==> config.mk <==
export PLATFORM = sky130hd
export DESIGN_NAME = pio_port
export DESIGN_NICKNAME = d
export VERILOG_FILES = /design/src/rtl/pio_pkg.sv /design/src/rtl/pio_pin_mux.sv /design/src/rtl/pio_port.sv /design/src/rtl/pio_sync.sv
export SDC_FILE = /design/constraint.sdc
export NUM_CORES = 1
export LEC_CHECK = 0
export BUFFER_PORTS_ARGS = -buffer_cell sky130_fd_sc_hd__buf_2
export CAP_MARGIN = 10
export CORE_ASPECT_RATIO = 0.7
export CORE_MARGIN = 3
export CORE_UTILIZATION = 30
export DETAILED_ROUTE_END_ITERATION = 16
export PLACE_DENSITY_LB_ADDON = 0.12
export RECOVER_POWER = 25
export SYNTH_ARGS = -nofsm -noshare
export SYNTH_HDL_FRONTEND = slang
export SYNTH_SLANG_ARGS = --single-unit
==> constraint.sdc <==
create_clock -name CORE_CLK -period 3.75 [get_ports CORE_CLK]
set_clock_uncertainty 0.15 [all_clocks]
set_input_delay 0.375 -clock CORE_CLK [delete_from_list [all_inputs] [get_ports CORE_CLK]]
set_output_delay 0.375 -clock CORE_CLK [all_outputs]
set_load 0.01 [all_outputs]
==> src/rtl/pio_pkg.sv <==
// Constants shared by the programmable pin port
package pio_pkg;
  localparam int          PIN_COUNT   = 16;
  localparam int          GROUP_COUNT = 2;
  localparam int          GROUP_WIDTH = 8;
  localparam int          ADDR_W      = 8;
  localparam int          SYNC_STAGES = 2;
  localparam logic [7:0]  OFS_DATA    = 8'h00;
  localparam logic [7:0]  OFS_DIR     = 8'h04;
  localparam logic [7:0]  OFS_FUNC    = 8'h08;
  localparam logic [7:0]  OFS_SYNC    = 8'h0c;
  localparam logic [7:0]  OFS_PINS    = 8'h10;
  localparam logic [15:0] DATA_RESET  = 16'h0000;
  localparam logic [15:0] FUNC_RESET  = 16'hffff;
  localparam logic [15:0] DIR_RESET   = 16'h8000;
  localparam logic [1:0]  SYNC_RESET  = 2'h0;
  localparam logic [1:0]  RESP_OKAY   = 2'h0;
  localparam logic [1:0]  RESP_SLVERR = 2'h2;
endpackage : pio_pkg

==> src/rtl/pio_pin_mux.sv <==
// Per-pin steering of driver source, enable and peripheral input
`timescale 1ns/1ps
`default_nettype none
module pio_pin_mux #(
  parameter int WIDTH = 16
) (
  input  wire logic [WIDTH-1:0] dir,
  input  wire logic [WIDTH-1:0] func,
  input  wire logic [WIDTH-1:0] data,
  input  wire logic [WIDTH-1:0] periph_out,
  input  wire logic [WIDTH-1:0] pin_s,
  output var  logic [WIDTH-1:0] pin_out,
  output var  logic [WIDTH-1:0] pin_oe,
  output var  logic [WIDTH-1:0] periph_in
);
  always_comb begin
    pin_out   = (func & periph_out) | (~func & data);
    pin_oe    = dir;
    periph_in = (func & pin_s) | ~func;
  end
endmodule : pio_pin_mux
`default_nettype wire

==> src/rtl/pio_port.sv <==
// Sixteen-pin programmable I/O port with AXI4-Lite register access
// Contract
// Sixteen pins, each independently shared between a peripheral and software use.
// General purpose output pins drive the software data bit at any time.
// Input direction pins are readable by software through the data register.
// Most pins reset to input; a few reset to output for their peripheral. DIR_RESET makes only pin 15 an output.
// General purpose selection forces the peripheral input to its de-asserted level.
// Data writes only change bits that are general purpose outputs.
// Input to output switch first drives data captured one clock earlier.
// Software sets input, then function, then final direction, then uses data.
// Function select resets to peripheral mode.
// Peripheral function with output direction lets the peripheral drive the pin.
// General output setup: select general purpose, set output, then write data.
// General input setup: select general purpose, set input if needed, read.
// Peripheral input on an output-default pin: set input, keep function mode.
// One data write updates all outputs; one read returns all inputs.
// Input level always reaches data; peripheral sees it only in function mode.
// Output source is the peripheral in function mode, else the data bit.
// Data bits capture pins when in input direction or function mode.
// Group synchronization option adds double register sampling on the clock.
// Direction, function and data are separate per-pin registers; data resets zero.
`timescale 1ns/1ps
`default_nettype none
module pio_port
  import pio_pkg::*;
#(
  parameter logic [PIN_COUNT-1:0] DIR_INIT = DIR_RESET
) (
  input  wire logic                 CORE_CLK,
  input  wire logic                 RST_B,
  input  wire logic [ADDR_W-1:0]    AWADDR,
  input  wire logic                 AWVALID,
  output var  logic                 AWREADY,
  input  wire logic [31:0]          WDATA,
  input  wire logic [3:0]           WSTRB,
  input  wire logic                 WVALID,
  output var  logic                 WREADY,
  output var  logic [1:0]           BRESP,
  output var  logic                 BVALID,
  input  wire logic                 BREADY,
  input  wire logic [ADDR_W-1:0]    ARADDR,
  input  wire logic                 ARVALID,
  output var  logic                 ARREADY,
  output var  logic [31:0]          RDATA,
  output var  logic [1:0]           RRESP,
  output var  logic                 RVALID,
  input  wire logic                 RREADY,
  input  wire logic [PIN_COUNT-1:0] PIO_IN,
  output var  logic [PIN_COUNT-1:0] PIO_OUT,
  output var  logic [PIN_COUNT-1:0] PIO_OE,
  input  wire logic [PIN_COUNT-1:0] PERIPH_OUT,
  output var  logic [PIN_COUNT-1:0] PERIPH_IN
);
  logic [PIN_COUNT-1:0]   data_reg;
  logic [PIN_COUNT-1:0]   data_next;
  logic [PIN_COUNT-1:0]   dir_reg;
  logic [PIN_COUNT-1:0]   func_reg;
  logic [GROUP_COUNT-1:0] sync_reg;
  logic [PIN_COUNT-1:0]   pin_a;
  logic [PIN_COUNT-1:0]   pin_b;
  logic [PIN_COUNT-1:0]   pin_s;
  logic [PIN_COUNT-1:0]   grp_mask;
  logic [PIN_COUNT-1:0]   wr_mask;
  logic [PIN_COUNT-1:0]   cap_mask;
  logic [PIN_COUNT-1:0]   merged;
  logic                   aw_held_reg;
  logic                   w_held_reg;
  logic [ADDR_W-1:0]      aw_addr_reg;
  logic [31:0]            w_data_reg;
  logic [3:0]             w_strb_reg;
  logic                   bvalid_reg;
  logic [1:0]             bresp_reg;
  logic                   rvalid_reg;
  logic [1:0]             rresp_reg;
  logic [31:0]            rdata_reg;
  logic                   do_write;
  logic [ADDR_W-1:0]      wr_addr;
  logic                   wr_data_hit;

  function automatic logic [PIN_COUNT-1:0] merge_word(
    input logic [PIN_COUNT-1:0] old_val,
    input logic [31:0]          wdata,
    input logic [3:0]           strb
  );
    logic [PIN_COUNT-1:0] res;
    res = old_val;
    for (int b = 0; b < PIN_COUNT / 8; b++) begin
      if (strb[b]) begin
        res[b*8 +: 8] = wdata[b*8 +: 8];
      end
    end
    return res;
  endfunction : merge_word

  function automatic logic [ADDR_W-1:0] word_addr(input logic [ADDR_W-1:0] a);
    return {a[ADDR_W-1:2], 2'b00};
  endfunction : word_addr

  // Pin sampling, with optional extra double register per group
  pio_sync #(.WIDTH(PIN_COUNT), .STAGES(SYNC_STAGES)) u_sync_pin (
    .clk   (CORE_CLK),
    .rst_b (RST_B),
    .d     (PIO_IN),
    .q     (pin_a)
  );

  pio_sync #(.WIDTH(PIN_COUNT), .STAGES(SYNC_STAGES)) u_sync_grp (
    .clk   (CORE_CLK),
    .rst_b (RST_B),
    .d     (pin_a),
    .q     (pin_b)
  );

  always_comb begin
    for (int g = 0; g < GROUP_COUNT; g++) begin
      grp_mask[g*GROUP_WIDTH +: GROUP_WIDTH] = {GROUP_WIDTH{sync_reg[g]}};
    end
    pin_s = (grp_mask & pin_b) | (~grp_mask & pin_a);
  end

  // Pin driver and peripheral input steering
  pio_pin_mux #(.WIDTH(PIN_COUNT)) u_mux (
    .dir        (dir_reg),
    .func       (func_reg),
    .data       (data_reg),
    .periph_out (PERIPH_OUT),
    .pin_s      (pin_s),
    .pin_out    (PIO_OUT),
    .pin_oe     (PIO_OE),
    .periph_in  (PERIPH_IN)
  );

  // Write channel
  assign AWREADY  = !aw_held_reg;
  assign WREADY   = !w_held_reg;
  assign do_write = aw_held_reg && w_held_reg && !bvalid_reg;
  assign wr_addr  = word_addr(aw_addr_reg);
  assign BVALID   = bvalid_reg;
  assign BRESP    = bresp_reg;

  always_ff @(posedge CORE_CLK or negedge RST_B) begin
    if (!RST_B) begin
      aw_held_reg <= 1'b0;
      aw_addr_reg <= '0;
    end else if (AWVALID && AWREADY) begin
      aw_held_reg <= 1'b1;
      aw_addr_reg <= AWADDR;
    end else if (do_write) begin
      aw_held_reg <= 1'b0;
    end
  end

  always_ff @(posedge CORE_CLK or negedge RST_B) begin
    if (!RST_B) begin
      w_held_reg <= 1'b0;
      w_data_reg <= '0;
      w_strb_reg <= '0;
    end else if (WVALID && WREADY) begin
      w_held_reg <= 1'b1;
      w_data_reg <= WDATA;
      w_strb_reg <= WSTRB;
    end else if (do_write) begin
      w_held_reg <= 1'b0;
    end
  end

  always_ff @(posedge CORE_CLK or negedge RST_B) begin
    if (!RST_B) begin
      bvalid_reg <= 1'b0;
      bresp_reg  <= RESP_OKAY;
    end else if (do_write) begin
      bvalid_reg <= 1'b1;
      unique case (wr_addr)
        OFS_DATA, OFS_DIR, OFS_FUNC, OFS_SYNC, OFS_PINS: bresp_reg <= RESP_OKAY;
        default: bresp_reg <= RESP_SLVERR;
      endcase
    end else if (bvalid_reg && BREADY) begin
      bvalid_reg <= 1'b0;
    end
  end

  // Control registers
  always_ff @(posedge CORE_CLK or negedge RST_B) begin
    if (!RST_B) begin
      dir_reg <= DIR_INIT;
    end else if (do_write && wr_addr == OFS_DIR) begin
      dir_reg <= merge_word(dir_reg, w_data_reg, w_strb_reg);
    end
  end

  always_ff @(posedge CORE_CLK or negedge RST_B) begin
    if (!RST_B) begin
      func_reg <= FUNC_RESET;
    end else if (do_write && wr_addr == OFS_FUNC) begin
      func_reg <= merge_word(func_reg, w_data_reg, w_strb_reg);
    end
  end

  always_ff @(posedge CORE_CLK or negedge RST_B) begin
    if (!RST_B) begin
      sync_reg <= SYNC_RESET;
    end else if (do_write && wr_addr == OFS_SYNC) begin
      if (w_strb_reg[0]) begin
        sync_reg <= w_data_reg[GROUP_COUNT-1:0];
      end
    end
  end

  // Data register: capture and masked software write
  assign wr_mask     = dir_reg & ~func_reg;
  assign cap_mask    = ~dir_reg | func_reg;
  assign wr_data_hit = do_write && wr_addr == OFS_DATA;
  assign merged      = merge_word(data_reg, w_data_reg, w_strb_reg);

  always_comb begin
    data_next = (data_reg & ~cap_mask) | (pin_s & cap_mask);
    if (wr_data_hit) begin
      data_next = (data_next & ~wr_mask) | (merged & wr_mask);
    end
  end

  always_ff @(posedge CORE_CLK or negedge RST_B) begin
    if (!RST_B) begin
      data_reg <= DATA_RESET;
    end else begin
      data_reg <= data_next;
    end
  end

  // Read channel
  assign ARREADY = !rvalid_reg;
  assign RVALID  = rvalid_reg;
  assign RDATA   = rdata_reg;
  assign RRESP   = rresp_reg;

  always_ff @(posedge CORE_CLK or negedge RST_B) begin
    if (!RST_B) begin
      rvalid_reg <= 1'b0;
      rdata_reg  <= '0;
      rresp_reg  <= RESP_OKAY;
    end else if (ARVALID && ARREADY) begin
      rvalid_reg <= 1'b1;
      rresp_reg  <= RESP_OKAY;
      unique case (word_addr(ARADDR))
        OFS_DATA: rdata_reg <= {16'h0000, data_reg};
        OFS_DIR:  rdata_reg <= {16'h0000, dir_reg};
        OFS_FUNC: rdata_reg <= {16'h0000, func_reg};
        OFS_SYNC: rdata_reg <= {30'h0000_0000, sync_reg};
        OFS_PINS: rdata_reg <= {16'h0000, pin_s};
        default: begin
          rdata_reg <= '0;
          rresp_reg <= RESP_SLVERR;
        end
      endcase
    end else if (rvalid_reg && RREADY) begin
      rvalid_reg <= 1'b0;
    end
  end

  // Cycles since reset, until the sampling chain holds real pin history
  localparam int SETTLE = 2 * SYNC_STAGES;
  logic [2:0] settle_reg;

  always_ff @(posedge CORE_CLK or negedge RST_B) begin
    if (!RST_B) begin
      settle_reg <= '0;
    end else if (settle_reg != 3'(SETTLE)) begin
      settle_reg <= settle_reg + 3'h1;
    end
  end
endmodule : pio_port
`default_nettype wire

==> src/rtl/pio_sync.sv <==
// Chain of sampling flip-flops for a bus of pin levels
`timescale 1ns/1ps
`default_nettype none
module pio_sync #(
  parameter int WIDTH  = 16,
  parameter int STAGES = 2
) (
  input  wire logic             clk,
  input  wire logic             rst_b,
  input  wire logic [WIDTH-1:0] d,
  output var  logic [WIDTH-1:0] q
);
  logic [WIDTH-1:0] stage_reg [STAGES];

  always_ff @(posedge clk or negedge rst_b) begin
    if (!rst_b) begin
      for (int i = 0; i < STAGES; i++) begin
        stage_reg[i] <= '0;
      end
    end else begin
      stage_reg[0] <= d;
      for (int i = 1; i < STAGES; i++) begin
        stage_reg[i] <= stage_reg[i-1];
      end
    end
  end

  assign q = stage_reg[STAGES-1];
endmodule : pio_sync
`default_nettype wire
**Word level (Yosys, flattened, before mapping)**

Cells that the tools add are included.

- Equal/unequal tests: 8
- Muxes and demuxes: 13
- Reductions and logical operators: 28
- Bitwise gates (word level): 21

Operator list:

| cell | number |
|---|---|
| bitwise AND 16 bit | 10 |
| OR 16 bit | 6 |
| inverter 16 bit | 5 |
| case mux 16 bit (5 select lines) | 1 |
| == test 6 x 2 -> 1 bit (second input constant) | 4 |
| 2-to-1 mux 16 bit | 1 |
| 2-to-1 mux 8 bit | 2 |
| == test 6 x 1 -> 1 bit (second input constant) | 2 |
| == test 6 x 3 -> 1 bit (second input constant) | 2 |
| logical AND 1 bit | 11 |
| AND reduction 2 bit | 5 |
| OR reduction 5 bit | 2 |
| zero test 8 bit | 1 |
| nonzero test 2 bit | 4 |
| 2-to-1 mux 1 bit | 7 |
| zero test 6 bit | 1 |
| zero test 1 bit | 4 |
| 2-to-1 mux 2 bit | 2 |

- Word-level logic and storage cells: 90
- Output and inout port bits: 89
- Register bits: 180

**Longest topological paths before layout**

- Word-level depth: 8
- Mapped depth: 6

**Modules after synthesis**

A second synthesis with hierarchy kept.

- Cell total of the unflattened synthesis: 519
- Area total of the unflattened synthesis: 7053.0 um^2

By module, submodules not included:

| module | area each (um^2) | seq. area each (um^2) | cells each | instances |
|---|---|---|---|---|
| pio_port | 4750.8 | 2423.6 | 375 | 1 |
| pio_sync | 920.9 | 800.8 | 48 | 2 |
| pio_pin_mux | 460.4 | 0.0 | 48 | 1 |

**Worst setup path before layout**

OpenSTA, ideal clock, no wires.

- Kind: register -> register
- From: register bvalid_reg (netlist: BVALID)
- To: register dir_reg[10]
- Required time: 3475 ps
- Cell stages (with the launch flop): 6
- Clock period less this slack: 1635 ps
- Path buffers: 1
- Data arrival time: 1360 ps
- Setup slack: 2115 ps
- Path through: dfrtp_1 -> and3b_1 -> buf_6 -> and3_4 -> nand2_2 -> mux2_2

- Cells in the longest elaborated chain, start to end: 4

Ends and longest elaborated chain:

| item | RTL line | RTL |
|---|---|---|
| start, declared | pio_port.sv:71 | `logic bvalid_reg;` |
| start signal, assigned | pio_port.sv:169 | `bvalid_reg <= 1'b0;` |
| start signal, assigned | pio_port.sv:172 | `bvalid_reg <= 1'b1;` |
| start signal, assigned | pio_port.sv:178 | `bvalid_reg <= 1'b0;` |
| zero test 1 bit | pio_port.sv:136 | `assign do_write = aw_held_reg && w_held_reg && !bvalid_reg;` |
| logical AND 1 bit | pio_port.sv:136 |  |
| logical AND 1 bit | pio_port.sv:186 | `end else if (do_write && wr_addr == OFS_DIR) begin` |
| AND reduction 2 bit (no source line) | n/a |  |
| end signal, assigned | pio_port.sv:187 | `dir_reg <= merge_word(dir_reg, w_data_reg, w_strb_reg);` |
| end, declared | pio_port.sv:56 | `logic [PIN_COUNT-1:0] dir_reg;` |

Every way passes these cells.
A chain may end at the register's enable or synchronous reset.

==> out/metrics.cfg <==
[timing]
slew_headroom_pct = -32.7
setup_tns_ns = 0
holdWs_ns = 0.0301
rsz0062_at_grt = no
finalMaxSlewViolations = 79
max_freq_mhz = 396
fin_crit_ns = 2.52
setup_viol_count_final = 0
fin_crit_sh_pct = 67.3
final-hold-violation-count = 0
worst_pin_slew_ns = 1.99

[floorplan]
dieArea_sq_mm = 0.0237
num_io_pins = 180
core_region_area_sq_mm = 0.0211
rows = 44
die_h_microns = 130
die_width_microns = 183
start_util_pct = 31.1

[setup_path]
crit_fanout = 79
cpMaxStageDelayCell = clkbuf_2
cp-end-kind = async pin
critPathTopFamily = buffers and inverters
path_cells = dlygate4sd3_1 > clkbuf_2 > buf_4
cp.depth = 3
cp.required_ns = 4.13
cp_num_buf_inv = 3
arrival_ns = 2.90
path_class = input pin to async pin
rr_worst_depth = 4
max_stage_delay_ns = 1.42
cp-start-kind = input pin

[cells_and_area]
layout-drive-gt1-share_pct = 43.8
post-route-cell-area_sq_mm = 0.00826
nFillCells = 2031
syn_to_final_growth_pct = 25.8
nets = 708
insertedDiodeCount = 0
instances_no_fill = 906

[power]
powerDensity_mw_per_mm2 = 731
p_leak_nw = 3.76
ir_worst_vdd_mv = 0.306
totalPowerFinal_mw = 6.04

[yosys]
syn_inst = 454
ys_ff_latch = 160
syn_area_per_cell_sq_um = 14.5
synthArstFlopShare_pct = 100
yosysUniqueCellTypes = 38
yosys_warnings = 0
synth_top_area_share_pct = 54.5
yosysTopAreaCell = dfrtp_1
synth-seq-area-share_pct = 61.3
ys.flop_type = dfrtp_1
synth_edf_count = 0
yosys-top-cells-area = dfrtp_1, mux2_2, mux2i_1
syn_area_sq_mm = 0.00657

[hold_path]
hp-class = input pin to flop
hold_path_depth = 2

[cts]
clk_latency_ns = 0.42
cts_tree = yes
clock_path_buffers = 2
cts-resized-gates = 0
post_cts_buffers = 0
cts_buffers = 17
clk_pin_slew_ns = 0.07
clock-sinks = 160
htreeDepth = 4
cts_root_buf = clkbuf_16

[drt]
vias_per_cell = 4.63
drc_errors = 0
firstDrtPassIters = 4
wl_per_cell_microns = 18.7
drtAntennaViolNets = 0
num_vias = 4194
wl_mm = 16.9
drt_iter0_drc = 268

[global_routing]
grt_overflow = 0
grtUsageTotal_pct = 14.4
grt_pass1_vias = 4317
grt_pass1_wl_mm = 25.7
antenna_found_initial = 0
grt_max_degree = 80

[flow_run]
max-cap-violations = 1

[placed_design]
io_buffers = 139
globalplace.congestion = 0.718
dp.cells = 856
placed_cell_area_sq_mm = 0.00749
dp_hpwl_mm = 11.3

[run_status]
violations = capacitance limit, slew limit
status = finished with violations

==> cell usage after synthesis (7+ instances only) <==
library cell,n
dfstp_2,17
dfrtp_1,143
nand2_1,20
o21ai_0,9
mux2_2,71
a22oi_1,15
buf_2,10
buf_4,20
o21ai_1,10
nor2_1,7
nor2b_1,16
mux2i_1,60
o22a_1,14
==> layout make-up <==
| cell class | instances | area (sq um) | area share, % |
|---|---|---|---|
| Clock inverter | 13 | 164 | 1.98 |
| Clock buffer | 19 | 433 | 5.24 |
| Sequential cell | 160 | 4030 | 48.7 |
| Tap cell | 276 | 345 | 4.18 |
| Multi-Input combinational cell | 273 | 2360 | 28.6 |
| Inverter | 4 | 15.0 | 0.182 |
| Timing Repair Buffer | 161 | 916 | 11.1 |
==> repair_timing <==
action | in CTS | in global routing
hold buffers | 18 | 0
setup endpoints to repair | 0 | 0
hold endpoints to repair | 86 | 0
==> metrics by stage <==
stage / setup WS [ns] / utilization, %
final: 1.23 / 39.2
after global routing: 0.843 / 39.2
after CTS: 1.28 / 39.2
after detailed placement: 1.33 / 35.5
after global placement: 1.40 / 35.5
after floorplan: 2.12 / -
==> metal layers <==
| layer | GRT usage, % | routed length, microns | vias up | share of wire (%) |
|---|---|---|---|---|
| met3 | 3.62 | 749 | 17 | 4.4 |
| met2 | 22.0 | 7650 | 111 | 45 |
| li1 | - | - | 1921 | - |
| met1 | 20.1 | 8280 | 2145 | 49 |
| met4 | 5.20 | 239 | 0 | 1.4 |
| met5 | 0 | 0 | - | 0 |
==> layout by cell type, fill, tap and decap left out, types with 4 or more instances in the layout <==
cell type / instances
dlygate4sd3_1: 18
nor2_1: 7
mux2_2: 71
inv_1: 4
mux2i_1: 60
o22a_1: 14
clkbuf_1: 4
nand2_1: 20
dfrtp_1: 143
buf_2: 136
clkbuf_16: 17
a22oi_1: 15
dfstp_2: 17
o21ai_0: 9
nor2b_1: 16
conb_1: 18
o21ai_1: 10
==> power breakdown <==
| group | internal (mW) | total (mW) | switching (mW) |
|---|---|---|---|
| combinational | 0.846 | 1.52 | 0.672 |
| sequential | 2.23 | 2.76 | 0.527 |
| clock | 1.05 | 1.76 | 0.712 |
==> kinds of logic after synthesis <==
group	Yosys count	share of synthesized area [%]
simple gates	65	6.52
mux	136	22.7
compound gates	54	5.72
other cells	1	0.0571
flops	160	61.3
buf+inv	38	3.73
==> final timing paths <==
| path | endpoint | startpoint | slack [ns] |
|---|---|---|---|
| min reg2reg | u_sync_pin.q[2] | u_sync_pin.stage_reg[18] | 0.20 |
| min | w_data_reg[6] | WDATA[6] | 0.03 |
| max in group CORE_CLK | PERIPH_IN[1] | sync_reg[0] | 1.29 |
| min in group asynchronous | u_sync_grp.q[2] | RST_B | 0.91 |
| max | func_reg[11] | RST_B | 1.23 |
| max reg2reg | flop | aw_addr_reg[5] | 1.55 |
Note: power is estimated with default switching activity, not from simulation.
